--- src/rtl/clutch_pkg.sv ---
// register map, field layout, mode codes and state types of the clutch control block
// assumes a 32-bit apb master and one operation-cycle tick from the motion core
package clutch_pkg;

  localparam int ADDR_W = 12;
  localparam int DATA_W = 32;

  // register byte addresses
  localparam logic [ADDR_W-1:0] REG_CTRL = 12'h000;
  localparam logic [ADDR_W-1:0] REG_ON_ADDR = 12'h004;
  localparam logic [ADDR_W-1:0] REG_OFF_ADDR = 12'h008;
  localparam logic [ADDR_W-1:0] REG_STATUS = 12'h00C;

  // control register fields
  localparam int CTRL_CMD_BIT = 0;
  localparam int CTRL_MODE_LSB = 4;
  localparam int CTRL_MODE_MSB = 6;
  localparam int CTRL_SEL_LSB = 8;
  localparam int CTRL_SEL_MSB = 9;
  localparam int CTRL_ERREN_BIT = 12;

  // status register fields
  localparam int STAT_CLUTCH_BIT = 0;
  localparam int STAT_MODEERR_BIT = 1;
  localparam int STAT_ERRLATCH_BIT = 2;
  localparam int STAT_BUSY_BIT = 3;
  localparam int STAT_MODE_LSB = 4;
  localparam int STAT_MODE_MSB = 6;

  // clutch operation mode codes
  localparam logic [2:0] MODE_ONOFF = 3'h0;
  localparam logic [2:0] MODE_ADDR = 3'h1;
  localparam logic [2:0] MODE_ADDR2 = 3'h2;
  localparam logic [2:0] MODE_OS_EN = 3'h3;
  localparam logic [2:0] MODE_OS_DIS = 3'h4;
  localparam logic [2:0] MODE_MAX = 3'h4;

  // compare-value sources
  localparam logic [1:0] SEL_VIRT = 2'h0;
  localparam logic [1:0] SEL_DIFF = 2'h1;
  localparam logic [1:0] SEL_REV = 2'h2;

  // reset values
  localparam logic [2:0] RST_MODE = 3'h0;
  localparam logic [1:0] RST_SEL = 2'h0;
  localparam logic [31:0] RST_ADDR = 32'h00000000;

  typedef enum logic [1:0] {PH_IDLE, PH_PRE, PH_POST} phase_type;

  // positions offered by the drive side, all sampled per operation cycle
  typedef struct packed {
    logic signed [31:0] virt;
    logic signed [31:0] diff;
    logic signed [31:0] rev;
  } axis_pos_type;

  // complete state of the block
  typedef struct packed {
    logic cmd;
    logic [2:0] mode;
    logic [1:0] pos_sel;
    logic err_en;
    logic signed [31:0] on_addr;
    logic signed [31:0] off_addr;
    logic mode_err;
    logic clutch;
    logic status;
    logic err_latch;
    phase_type phase;
    logic signed [31:0] base;
    logic signed [31:0] pre_amt;
    logic signed [31:0] post_amt;
    logic cmd_prev;
    logic [2:0] mode_prev;
    logic signed [31:0] prev_pos;
    logic pos_valid;
    logic pready;
    logic pslverr;
    logic [31:0] prdata;
    logic servo_ok;
  } state_type;

endpackage : clutch_pkg

--- src/rtl/clutch_ctrl.sv ---
// virtual clutch controller for one output axis, with apb register access
// assumes op_tick pulses once per operation cycle and positions are valid then
//
// How it works
// RL1: mode codes above four are refused and the old mode stays active
// RL2: a new mode code takes effect at once, whatever the clutch is doing
// RL3: status flag shows clutch state and is refreshed each operation cycle
// RL4: mode 1 with command on engages when the ON address is reached
// RL5: mode 1 with command off releases at the OFF address; other address ignored
// RL6: compare value is axis value, differential output, or within-revolution value
// RL7: ON and OFF addresses are signed 32-bit words, usable immediately after write
// RL8: host loads addresses before toggling the command in address mode
// RL9: mode 2 with command on alternates between ON and OFF address monitoring
// RL10: mode 2 with command off forces clutch off and pauses alternation
// RL11: one evaluation per cycle; passing both addresses keeps status unchanged
// RL12: major error with release selected drops clutch; resume needs command off then on
// RL13: host drops command before servo off; servo off granted only with clutch off
// RL14: host restores power, servo on, then command to resume monitoring
// RL15: one-shot control runs for mode 3 and mode 4
// RL16: mode 3 command rise counts pre-engage travel, then post-engage travel
// RL17: command fall in one-shot mode leaves the running sequence alone
// RL18: mode 4 keeps clutch off but finishes a sequence started under mode 3
// RL19: ON address word holds signed post-engage travel in one-shot mode
// RL20: OFF address word holds signed pre-engage travel in one-shot mode
// RL21: zero pre-engage travel engages in the same cycle as the command rise
// RL22: address reached when between previous and present value, inclusive
`timescale 1ns/1ps

module clutch_ctrl (
  // clock and reset
  input wire logic pclk,
  input wire logic presetn,
  // apb slave
  input wire logic psel,
  input wire logic penable,
  input wire logic pwrite,
  input wire logic [clutch_pkg::ADDR_W-1:0] paddr,
  input wire logic [clutch_pkg::DATA_W-1:0] pwdata,
  output logic [clutch_pkg::DATA_W-1:0] prdata,
  output logic pready,
  output logic pslverr,
  // drive side
  input wire logic op_tick,
  input wire clutch_pkg::axis_pos_type axis_pos,
  input wire logic major_err,
  // servo side
  input wire logic servo_off_req,
  output logic servo_off_ok,
  // clutch outputs
  output logic clutch_on,
  output logic clutch_status
);
  import clutch_pkg::*;

  state_type st;
  state_type next_st;
  logic signed [31:0] cur;
  logic on_hit;
  logic off_hit;
  logic rise;
  logic wr_ctrl;
  logic tick_ok;

  // true when addr lies between p and c inclusive, either direction
  function automatic logic between(input logic signed [31:0] addr,
                                   input logic signed [31:0] p,
                                   input logic signed [31:0] c);
    logic r;
    if (p <= c)
    begin
      r = (addr >= p) && (addr <= c);
    end
    else
    begin
      r = (addr <= p) && (addr >= c);
    end
    return r;
  endfunction : between

  // travel has covered a signed target; sign of target picks direction
  function automatic logic reached(input logic signed [31:0] travel,
                                   input logic signed [31:0] target);
    logic r;
    if (target[31])
    begin
      r = travel <= target;
    end
    else
    begin
      r = travel >= target;
    end
    return r;
  endfunction : reached

  // compare value source; within-revolution only makes sense for rotary or cam outputs
  always_comb
  begin
    case (st.pos_sel)
      SEL_DIFF: cur = axis_pos.diff; // [RL6]
      SEL_REV: cur = axis_pos.rev; // [RL6]
      default: cur = axis_pos.virt; // [RL6]
    endcase
  end

  // address reach detection over the last cycle's travel
  assign on_hit = st.pos_valid && between(st.on_addr, st.prev_pos, cur); // [RL22]
  assign off_hit = st.pos_valid && between(st.off_addr, st.prev_pos, cur); // [RL22]
  // a fresh start: command rise, or mode 3 entered with command already on
  // only the rise is decoded, so a command fall never disturbs a running sequence
  assign rise = st.cmd && (!st.cmd_prev || st.mode_prev != MODE_OS_EN); // [RL17]
  assign wr_ctrl = psel && penable && st.pready && pwrite && paddr == REG_CTRL;
  assign tick_ok = op_tick && !st.err_latch && !major_err;

  // next-state logic: bus side first, then the per-cycle clutch evaluation
  always_comb
  begin
    logic c;
    logic latch;
    phase_type ph;
    logic signed [31:0] b;
    next_st = st;
    c = st.clutch;
    latch = st.err_latch;
    ph = st.phase;
    b = st.base;

    // two-cycle access: pready rises one cycle into the access phase
    next_st.pready = 1'b0;
    next_st.pslverr = 1'b0;
    if (psel && penable && !st.pready)
    begin
      next_st.pready = 1'b1;
      next_st.prdata = 32'h00000000;
      case (paddr)
        REG_CTRL:
        begin
          next_st.prdata[CTRL_CMD_BIT] = st.cmd;
          next_st.prdata[CTRL_MODE_MSB:CTRL_MODE_LSB] = st.mode;
          next_st.prdata[CTRL_SEL_MSB:CTRL_SEL_LSB] = st.pos_sel;
          next_st.prdata[CTRL_ERREN_BIT] = st.err_en;
        end
        REG_ON_ADDR: next_st.prdata = st.on_addr;
        REG_OFF_ADDR: next_st.prdata = st.off_addr;
        REG_STATUS:
        begin
          next_st.prdata[STAT_CLUTCH_BIT] = st.status; // [RL3]
          next_st.prdata[STAT_MODEERR_BIT] = st.mode_err;
          next_st.prdata[STAT_ERRLATCH_BIT] = st.err_latch;
          next_st.prdata[STAT_BUSY_BIT] = st.phase != PH_IDLE;
          next_st.prdata[STAT_MODE_MSB:STAT_MODE_LSB] = st.mode;
        end
        default: next_st.pslverr = 1'b1; // unmapped address
      endcase
    end

    // writes land at the completing edge only
    if (psel && penable && st.pready && pwrite)
    begin
      case (paddr)
        REG_CTRL:
        begin
          next_st.cmd = pwdata[CTRL_CMD_BIT];
          next_st.pos_sel = pwdata[CTRL_SEL_MSB:CTRL_SEL_LSB];
          next_st.err_en = pwdata[CTRL_ERREN_BIT];
          if (pwdata[CTRL_MODE_MSB:CTRL_MODE_LSB] <= MODE_MAX)
          begin
            next_st.mode = pwdata[CTRL_MODE_MSB:CTRL_MODE_LSB]; // [RL2]
          end
        end
        REG_ON_ADDR: next_st.on_addr = pwdata; // [RL7]
        REG_OFF_ADDR: next_st.off_addr = pwdata; // [RL7]
        REG_STATUS:
        begin
          if (pwdata[STAT_MODEERR_BIT])
          begin
            next_st.mode_err = 1'b0;
          end
        end
        default: ;
      endcase
    end
    // bad mode code flagged after the clear so a fresh error is never lost
    if (wr_ctrl && pwdata[CTRL_MODE_MSB:CTRL_MODE_LSB] > MODE_MAX)
    begin
      next_st.mode_err = 1'b1; // [RL1]
    end

    // clutch evaluation, once per operation cycle
    if (op_tick)
    begin
      // error latch clears only after error gone and command taken low
      if (latch && !major_err && !st.cmd)
      begin
        latch = 1'b0; // [RL12]
      end
      if (major_err && st.err_en)
      begin
        latch = 1'b1; // [RL12]
      end
      case (st.mode)
        MODE_ONOFF:
        begin
          c = st.cmd;
          ph = PH_IDLE;
        end
        MODE_ADDR:
        begin
          ph = PH_IDLE;
          if (st.cmd && on_hit)
          begin
            c = 1'b1; // [RL4]
          end
          else if (!st.cmd && off_hit)
          begin
            c = 1'b0; // [RL5]
          end
        end
        MODE_ADDR2:
        begin
          ph = PH_IDLE;
          if (!st.cmd)
          begin
            c = 1'b0; // [RL10]
          end
          else if (!c && on_hit)
          begin
            // off address also passed after the on address: net result stays off
            c = !(st.off_addr != st.on_addr && between(st.off_addr, st.on_addr, cur)); // [RL9] [RL11]
          end
          else if (c && off_hit)
          begin
            c = st.off_addr != st.on_addr && between(st.on_addr, st.off_addr, cur); // [RL9] [RL11]
          end
        end
        MODE_OS_EN, MODE_OS_DIS:
        begin
          // idle one-shot keeps the clutch off; command fall is not looked at
          if (ph == PH_IDLE)
          begin
            c = 1'b0; // [RL18]
            if (st.mode == MODE_OS_EN && rise)
            begin
              b = cur; // [RL15] [RL16]
              next_st.pre_amt = st.off_addr; // [RL20]
              next_st.post_amt = st.on_addr; // [RL19]
              ph = PH_PRE;
            end
          end
          // pre and post checks chain so both can complete in one cycle
          if (ph == PH_PRE && reached(cur - b, next_st.pre_amt))
          begin
            b = b + next_st.pre_amt; // [RL16] [RL21]
            c = 1'b1;
            ph = PH_POST;
          end
          if (ph == PH_POST && reached(cur - b, next_st.post_amt))
          begin
            c = 1'b0; // [RL16] [RL11]
            ph = PH_IDLE;
          end
        end
        default: ;
      endcase
      if (latch)
      begin
        c = 1'b0; // [RL12]
        ph = PH_IDLE;
      end
      next_st.err_latch = latch;
      next_st.clutch = c;
      next_st.status = c; // [RL3]
      next_st.phase = ph;
      next_st.base = b;
      next_st.cmd_prev = st.cmd;
      next_st.mode_prev = st.mode;
      next_st.prev_pos = cur;
      next_st.pos_valid = 1'b1;
    end

    // servo off honoured only once status reads off
    next_st.servo_ok = servo_off_req && !next_st.status; // [RL13]
  end

  // single state register
  always_ff @(posedge pclk or negedge presetn)
  begin
    if (!presetn)
    begin
      st <= '0;
      st.mode <= RST_MODE;
      st.mode_prev <= RST_MODE;
      st.pos_sel <= RST_SEL;
      st.on_addr <= RST_ADDR;
      st.off_addr <= RST_ADDR;
      st.phase <= PH_IDLE;
    end
    else
    begin
      st <= next_st;
    end
  end

  // outputs straight from the state register
  assign prdata = st.prdata;
  assign pready = st.pready;
  assign pslverr = st.pslverr;
  assign clutch_on = st.clutch;
  assign clutch_status = st.status;
  assign servo_off_ok = st.servo_ok;

  // checks
  a_mode_reject: assert property (@(posedge pclk) disable iff (!presetn) // [RL1]
    wr_ctrl && pwdata[CTRL_MODE_MSB:CTRL_MODE_LSB] > MODE_MAX |=> $stable(st.mode) && st.mode_err)
    else $error("invalid mode code was accepted");
  a_mode_accept: assert property (@(posedge pclk) disable iff (!presetn) // [RL2]
    wr_ctrl && pwdata[CTRL_MODE_MSB:CTRL_MODE_LSB] <= MODE_MAX
    |=> st.mode == $past(pwdata[CTRL_MODE_MSB:CTRL_MODE_LSB]))
    else $error("valid mode code not taken");
  a_status_hold: assert property (@(posedge pclk) disable iff (!presetn) // [RL3]
    !op_tick |=> $stable(clutch_status))
    else $error("status changed outside an operation cycle");
  a_status_match: assert property (@(posedge pclk) disable iff (!presetn) // [RL3]
    op_tick |=> clutch_status == clutch_on)
    else $error("status not refreshed with clutch");
  a_addr_on: assert property (@(posedge pclk) disable iff (!presetn) // [RL4]
    tick_ok && st.mode == MODE_ADDR && st.cmd && on_hit |=> clutch_on)
    else $error("address mode failed to engage");
  a_addr_off: assert property (@(posedge pclk) disable iff (!presetn) // [RL5]
    tick_ok && st.mode == MODE_ADDR && !st.cmd && off_hit |=> !clutch_on)
    else $error("address mode failed to release");
  a_alt_on: assert property (@(posedge pclk) disable iff (!presetn) // [RL9]
    tick_ok && st.mode == MODE_ADDR2 && st.cmd && !st.clutch && on_hit
    && !between(st.off_addr, st.on_addr, cur) |=> clutch_on)
    else $error("alternating mode failed to engage");
  a_alt_cmd_off: assert property (@(posedge pclk) disable iff (!presetn) // [RL10]
    op_tick && st.mode == MODE_ADDR2 && !st.cmd |=> !clutch_on)
    else $error("alternating mode kept clutch with command off");
  a_error_release: assert property (@(posedge pclk) disable iff (!presetn) // [RL12]
    op_tick && major_err && st.err_en |=> !clutch_on && st.err_latch)
    else $error("major error did not release clutch");
  a_servo_gate: assert property (@(posedge pclk) disable iff (!presetn) // [RL13]
    servo_off_ok |-> !clutch_status && $past(servo_off_req))
    else $error("servo off granted with clutch on");
  a_mode4_off: assert property (@(posedge pclk) disable iff (!presetn) // [RL18]
    op_tick && st.mode == MODE_OS_DIS && st.phase == PH_IDLE |=> !clutch_on)
    else $error("mode 4 engaged without a running sequence");
  a_zero_pre: assert property (@(posedge pclk) disable iff (!presetn) // [RL21]
    tick_ok && st.mode == MODE_OS_EN && st.phase == PH_IDLE && rise
    && st.off_addr == 32'h00000000 && st.on_addr != 32'h00000000 |=> clutch_on)
    else $error("zero pre-engage travel did not engage at once");

endmodule : clutch_ctrl

--- config.mk ---
export PLATFORM = sky130hd
export DESIGN_NAME = clutch_ctrl
export DESIGN_NICKNAME = d
export VERILOG_FILES = /design/src/rtl/clutch_pkg.sv /design/src/rtl/clutch_ctrl.sv
export SDC_FILE = /design/constraint.sdc
export NUM_CORES = 1
export LEC_CHECK = 0
export BUFFER_PORTS_ARGS = -buffer_cell sky130_fd_sc_hd__buf_4
export CAP_MARGIN = 20
export CORE_MARGIN = 2
export CORE_UTILIZATION = 40
export CTS_CLUSTER_SIZE = 8
export DETAILED_ROUTE_END_ITERATION = 10
export HOLD_SLACK_MARGIN = 0.12
export SLEW_MARGIN = 5
export SYNTH_ARGS = -nofsm -noshare
export SYNTH_HDL_FRONTEND = slang
export SYNTH_SLANG_ARGS = --single-unit
--- constraint.sdc ---
create_clock -name pclk -period 13.8 [get_ports pclk]
set_clock_uncertainty 0.1 [all_clocks]
set_input_delay 2.76 -clock pclk [delete_from_list [all_inputs] [get_ports pclk]]
set_output_delay 2.76 -clock pclk [all_outputs]
set_load 0.03 [all_outputs]
==> impl_metrics.py <==
metrics = {
    "synth": {
        "synth_xor_area_share_pct": 3.755,
        "synthAdderAreaFrac_pct": 18.51,
        "synth_area_um2": 23330,
        "synth_top_family_by_area": "compound AO/OA/AOI/OAI gates",
        "synth-edff-count": 0,
        "yosys.area.top_type": "dfrtp_1",
        "synth_mux_area_share_pct": 5.187,
        "synth_area_leaders": "dfrtp_1 (26%), ha_1 (18%), o21ai_0 (6.5%)",
        "synth_seq_area_share_pct": 26.28,
        "synthSimpleGateAreaFrac_pct": 16.22,
        "async_flop_share_pct": 100.0,
        "synth.avg_cell_area_um2": 8.283,
        "ys_ff_latch": 245,
        "synth_cell_types": 97,
        "syn-num-nets": 3306,
        "ys.flop_type": "dfrtp_1",
        "yosysTopAreaCellShare_pct": 26.28,
        "postSynthCellCount": 2816,
        "synth-compound-area-share_pct": 23.96,
        "ys_warn_count": 0,
    },
    "cts": {
        "cts.sinks": 245,
        "cts_tree": "built",
        "clk_pin_slew_ns": 0.05,
        "clock_latency_ns": 0.53,
        "clockBufferDepth": 3,
        "cts_hold_buf": 0,
        "clock-root-buffer": "clkbuf_16",
        "numCtsBuffers": 36,
        "h-tree-depth": 2,
    },
    "setup_path": {
        "reg2reg_setup_slack_ns": 1.11,
        "required_ns": 14.14,
        "worstSetupPathType": "in2reg",
        "cp-start-kind": "primary input",
        "cp_max_fo": 5,
        "endpoint_kind": "flop",
        "critPathMaxStageDelay_ns": 0.55,
        "path_common_cell": "buf_4",
        "cpMaxStageDelayCell": "or4_1",
        "critical_path_arrival_ns": 13.68,
    },
    "routing": {
        "drc": 0,
        "vias_per_cell": 5.777,
        "routed_wirelength_um": 81460,
        "drtAntennaViolNets": 0,
        "drtPass1Iterations": 5,
        "vias": 22000,
        "drt_iter0_drc": 1599,
        "post_drt_wl_per_cell_um": 21.39,
    },
    "power": {
        "leakage_nw": 13.10,
        "p_clk_share_pct": 41.3,
        "p_total_mw": 1.933,
        "p_sw_share_pct": 29.21,
        "p_int_mw": 1.369,
        "p_sw_uw": 564.6,
        "combPwrFrac_pct": 20.6,
        "peakVddDrop_mv": 0.07796,
        "sequentialPowerShare_pct": 38.0,
        "power_density_nw_per_um2": 71.09,
    },
    "placed_design": {
        "dpl.hpwl_um": 64800,
        "place_congestion": 0.9739,
        "io_buffers": 184,
        "place_inst": 3765,
        "place_area_um2": 26080,
    },
    "grt": {
        "grt_overflow": 0,
        "antenna_found_initial": 1,
        "grt_start_max_net_pins": 114,
        "grt_pass1_wl_um": 123500,
        "grtUsageTotal_pct": 26.44,
        "grt_pass1_vias": 21380,
    },
    "layout": {
        "finalNetCount": 3531,
        "num_antenna_cells": 0,
        "drive_above_1_share_pct": 16.20,
        "final_cells": 3808,
        "areaGrowthSynthToFinish_pct": 16.59,
        "final_area_um2": 27200,
        "fillers": 5720,
    },
    "die": {
        "fp.dieW_um": 245.5,
        "coreArea_um2": 57700,
        "fp.dieH_um": 245.5,
        "die_area_um2": 60260,
        "ioPinCount": 185,
        "num_rows": 88,
        "initial_utilization_pct": 40.43,
    },
    "sta": {
        "fin_crit_ns": 13.34,
        "finalSetupViolations": 0,
        "drv_slew": 0,
        "hold_violations": 0,
        "worst_pin_slew_ns": 1.061,
        "slew_headroom_pct": 29.02,
        "fmax_mhz": 74.99,
        "finalCritPeriodShare_pct": 96.64,
        "setup_tns_ns": 0,
    },
    "run": {
        "maxCapViolations": 0,
    },
    "hold_path": {
        "worstHoldPathType": "reg2reg",
    },
    "outcome": {
        "status": "complete, no violations",
    },
}
[registers in the layout, summed over array words and instances, names as in the netlist]
| signal | count |
|---|---|
| st | 208 |
| clutch_on | 1 |
| clutch_status | 1 |
| prdata | 32 |
| pslverr | 1 |
| pready | 1 |
| servo_off_ok | 1 |
[layer usage]
metal | up-vias | track usage [%] | part of all wire, %
met5 | - | 0 | 0
met4 | 0 | 10.14 | 4.0
met3 | 153 | 2.456 | 5.4
met2 | 752 | 44.84 | 47
met1 | 10470 | 34.70 | 43
li1 | 10630 | - | -
[cells by family (layout without fill, tap and decap cells)]
family	Yosys count	count (layout)
simple gates	798	798
buf+inv	333	560
xor+xnor	100	100
mux	114	114
fa+ha+maj	345	345
flops	245	245
compound gates	881	881
[cell type report]
class                   instances  area, um2  share of cell area, %
clock buffers                  38      918.4                  3.377
clock inverters                 2      25.02                0.09201
inverters                     187      701.9                  2.581
multi-input cells            2238      15940                  58.61
flip-flops and latches        245       6131                  22.54
well taps                     765      957.2                  3.520
repair buffers                333       2524                  9.280
[cells in the final DEF (no fill, tap or decap), types with 16 or more instances in the layout]
master	instances
xnor2_1	79
a21oi_1	183
nor2_1	163
ha_1	340
mux2i_1	68
nor2b_1	32
dfrtp_1	245
o21a_1	22
nand2_1	336
o21ai_1	24
or3_1	16
nand4_1	52
nand3_1	31
o211ai_1	23
clkbuf_16	36
inv_1	182
a22oi_1	53
nor3_1	32
a31oi_1	23
a21o_1	77
nand2b_1	33
mux2_2	45
o31ai_1	19
xor2_1	21
o21ai_0	294
buf_4	330
[synth_stat cells (all sizes together), types with 13 or more instances]
| master | n |
|---|---|
| a211oi | 18 |
| a21o | 77 |
| a21oi | 191 |
| a221oi | 15 |
| a22oi | 53 |
| a31oi | 26 |
| and3 | 14 |
| buf | 71 |
| clkbuf | 75 |
| dfrtp | 245 |
| ha | 341 |
| inv | 187 |
| mux2 | 45 |
| mux2i | 69 |
| nand2 | 337 |
| nand2b | 33 |
| nand3 | 32 |
| nand3b | 13 |
| nand4 | 52 |
| nor2 | 168 |
| nor2b | 32 |
| nor3 | 38 |
| nor4 | 18 |
| o211ai | 23 |
| o21a | 22 |
| o21ai | 324 |
| o31ai | 21 |
| or3 | 16 |
| xnor2 | 79 |
| xor2 | 21 |
[final timing paths]
| check | from | end | cells after the start |
|---|---|---|---|
| setup / recovery | axis_pos[8] | servo_off_ok$_DFF_PN0_ | 55 |
| hold / removal | st[98]$_DFFE_PN0P_ | st[98]$_DFFE_PN0P_ | 2 |
| setup reg to reg | st[242]$_DFFE_PN0P_ | servo_off_ok$_DFF_PN0_ | 52 |
| hold reg to reg | st[98]$_DFFE_PN0P_ | st[98]$_DFFE_PN0P_ | 2 |
| max in group asynchronous | presetn | st[129]$_DFFE_PN0P_ | 3 |
| min in group asynchronous | presetn | st[243]$_DFFE_PN0P_ | 1 |
[power groups by stage]
stage               registers, mW  clock network (mW)  logic, mW
floorplan                   0.746                   0      0.225
global placement            0.747                   0      0.376
detailed placement          0.747                   0      0.387
CTS                         0.735               0.813      0.390
global route                0.736               0.848      0.442
finish                      0.735               0.799      0.399
[worst max-delay path: cells and delay by family]
family | cells | cell delay (ns)
mux | 1 | 0.08
fa+ha+maj | 4 | 1.18
xor+xnor | 2 | 0.18
simple gates | 18 | 4.31
compound gates | 23 | 4.08
buf+inv | 7 | 1.09
[what timing repair did]
item	in CTS	in global routing
pin swaps	0	12
gates resized for setup	1	36
buffers inserted	0	3
setup endpoints to repair	2	4
[through the flow]
step / util [%] / hold slack (ns) / setup WS, ns
final: 47.14 / 0.3769 / 0.4641
after global routing: 47.14 / 0.4020 / -0.1611
after CTS: 46.84 / 0.3807 / 0.01995
after detailed placement: 45.20 / 0.3653 / -0.5727
after global placement: 45.20 / 0.3588 / -0.2616
after floorplan: - / 0.3445 / 0.6972
Note: power is estimated with default switching activity, not from simulation.
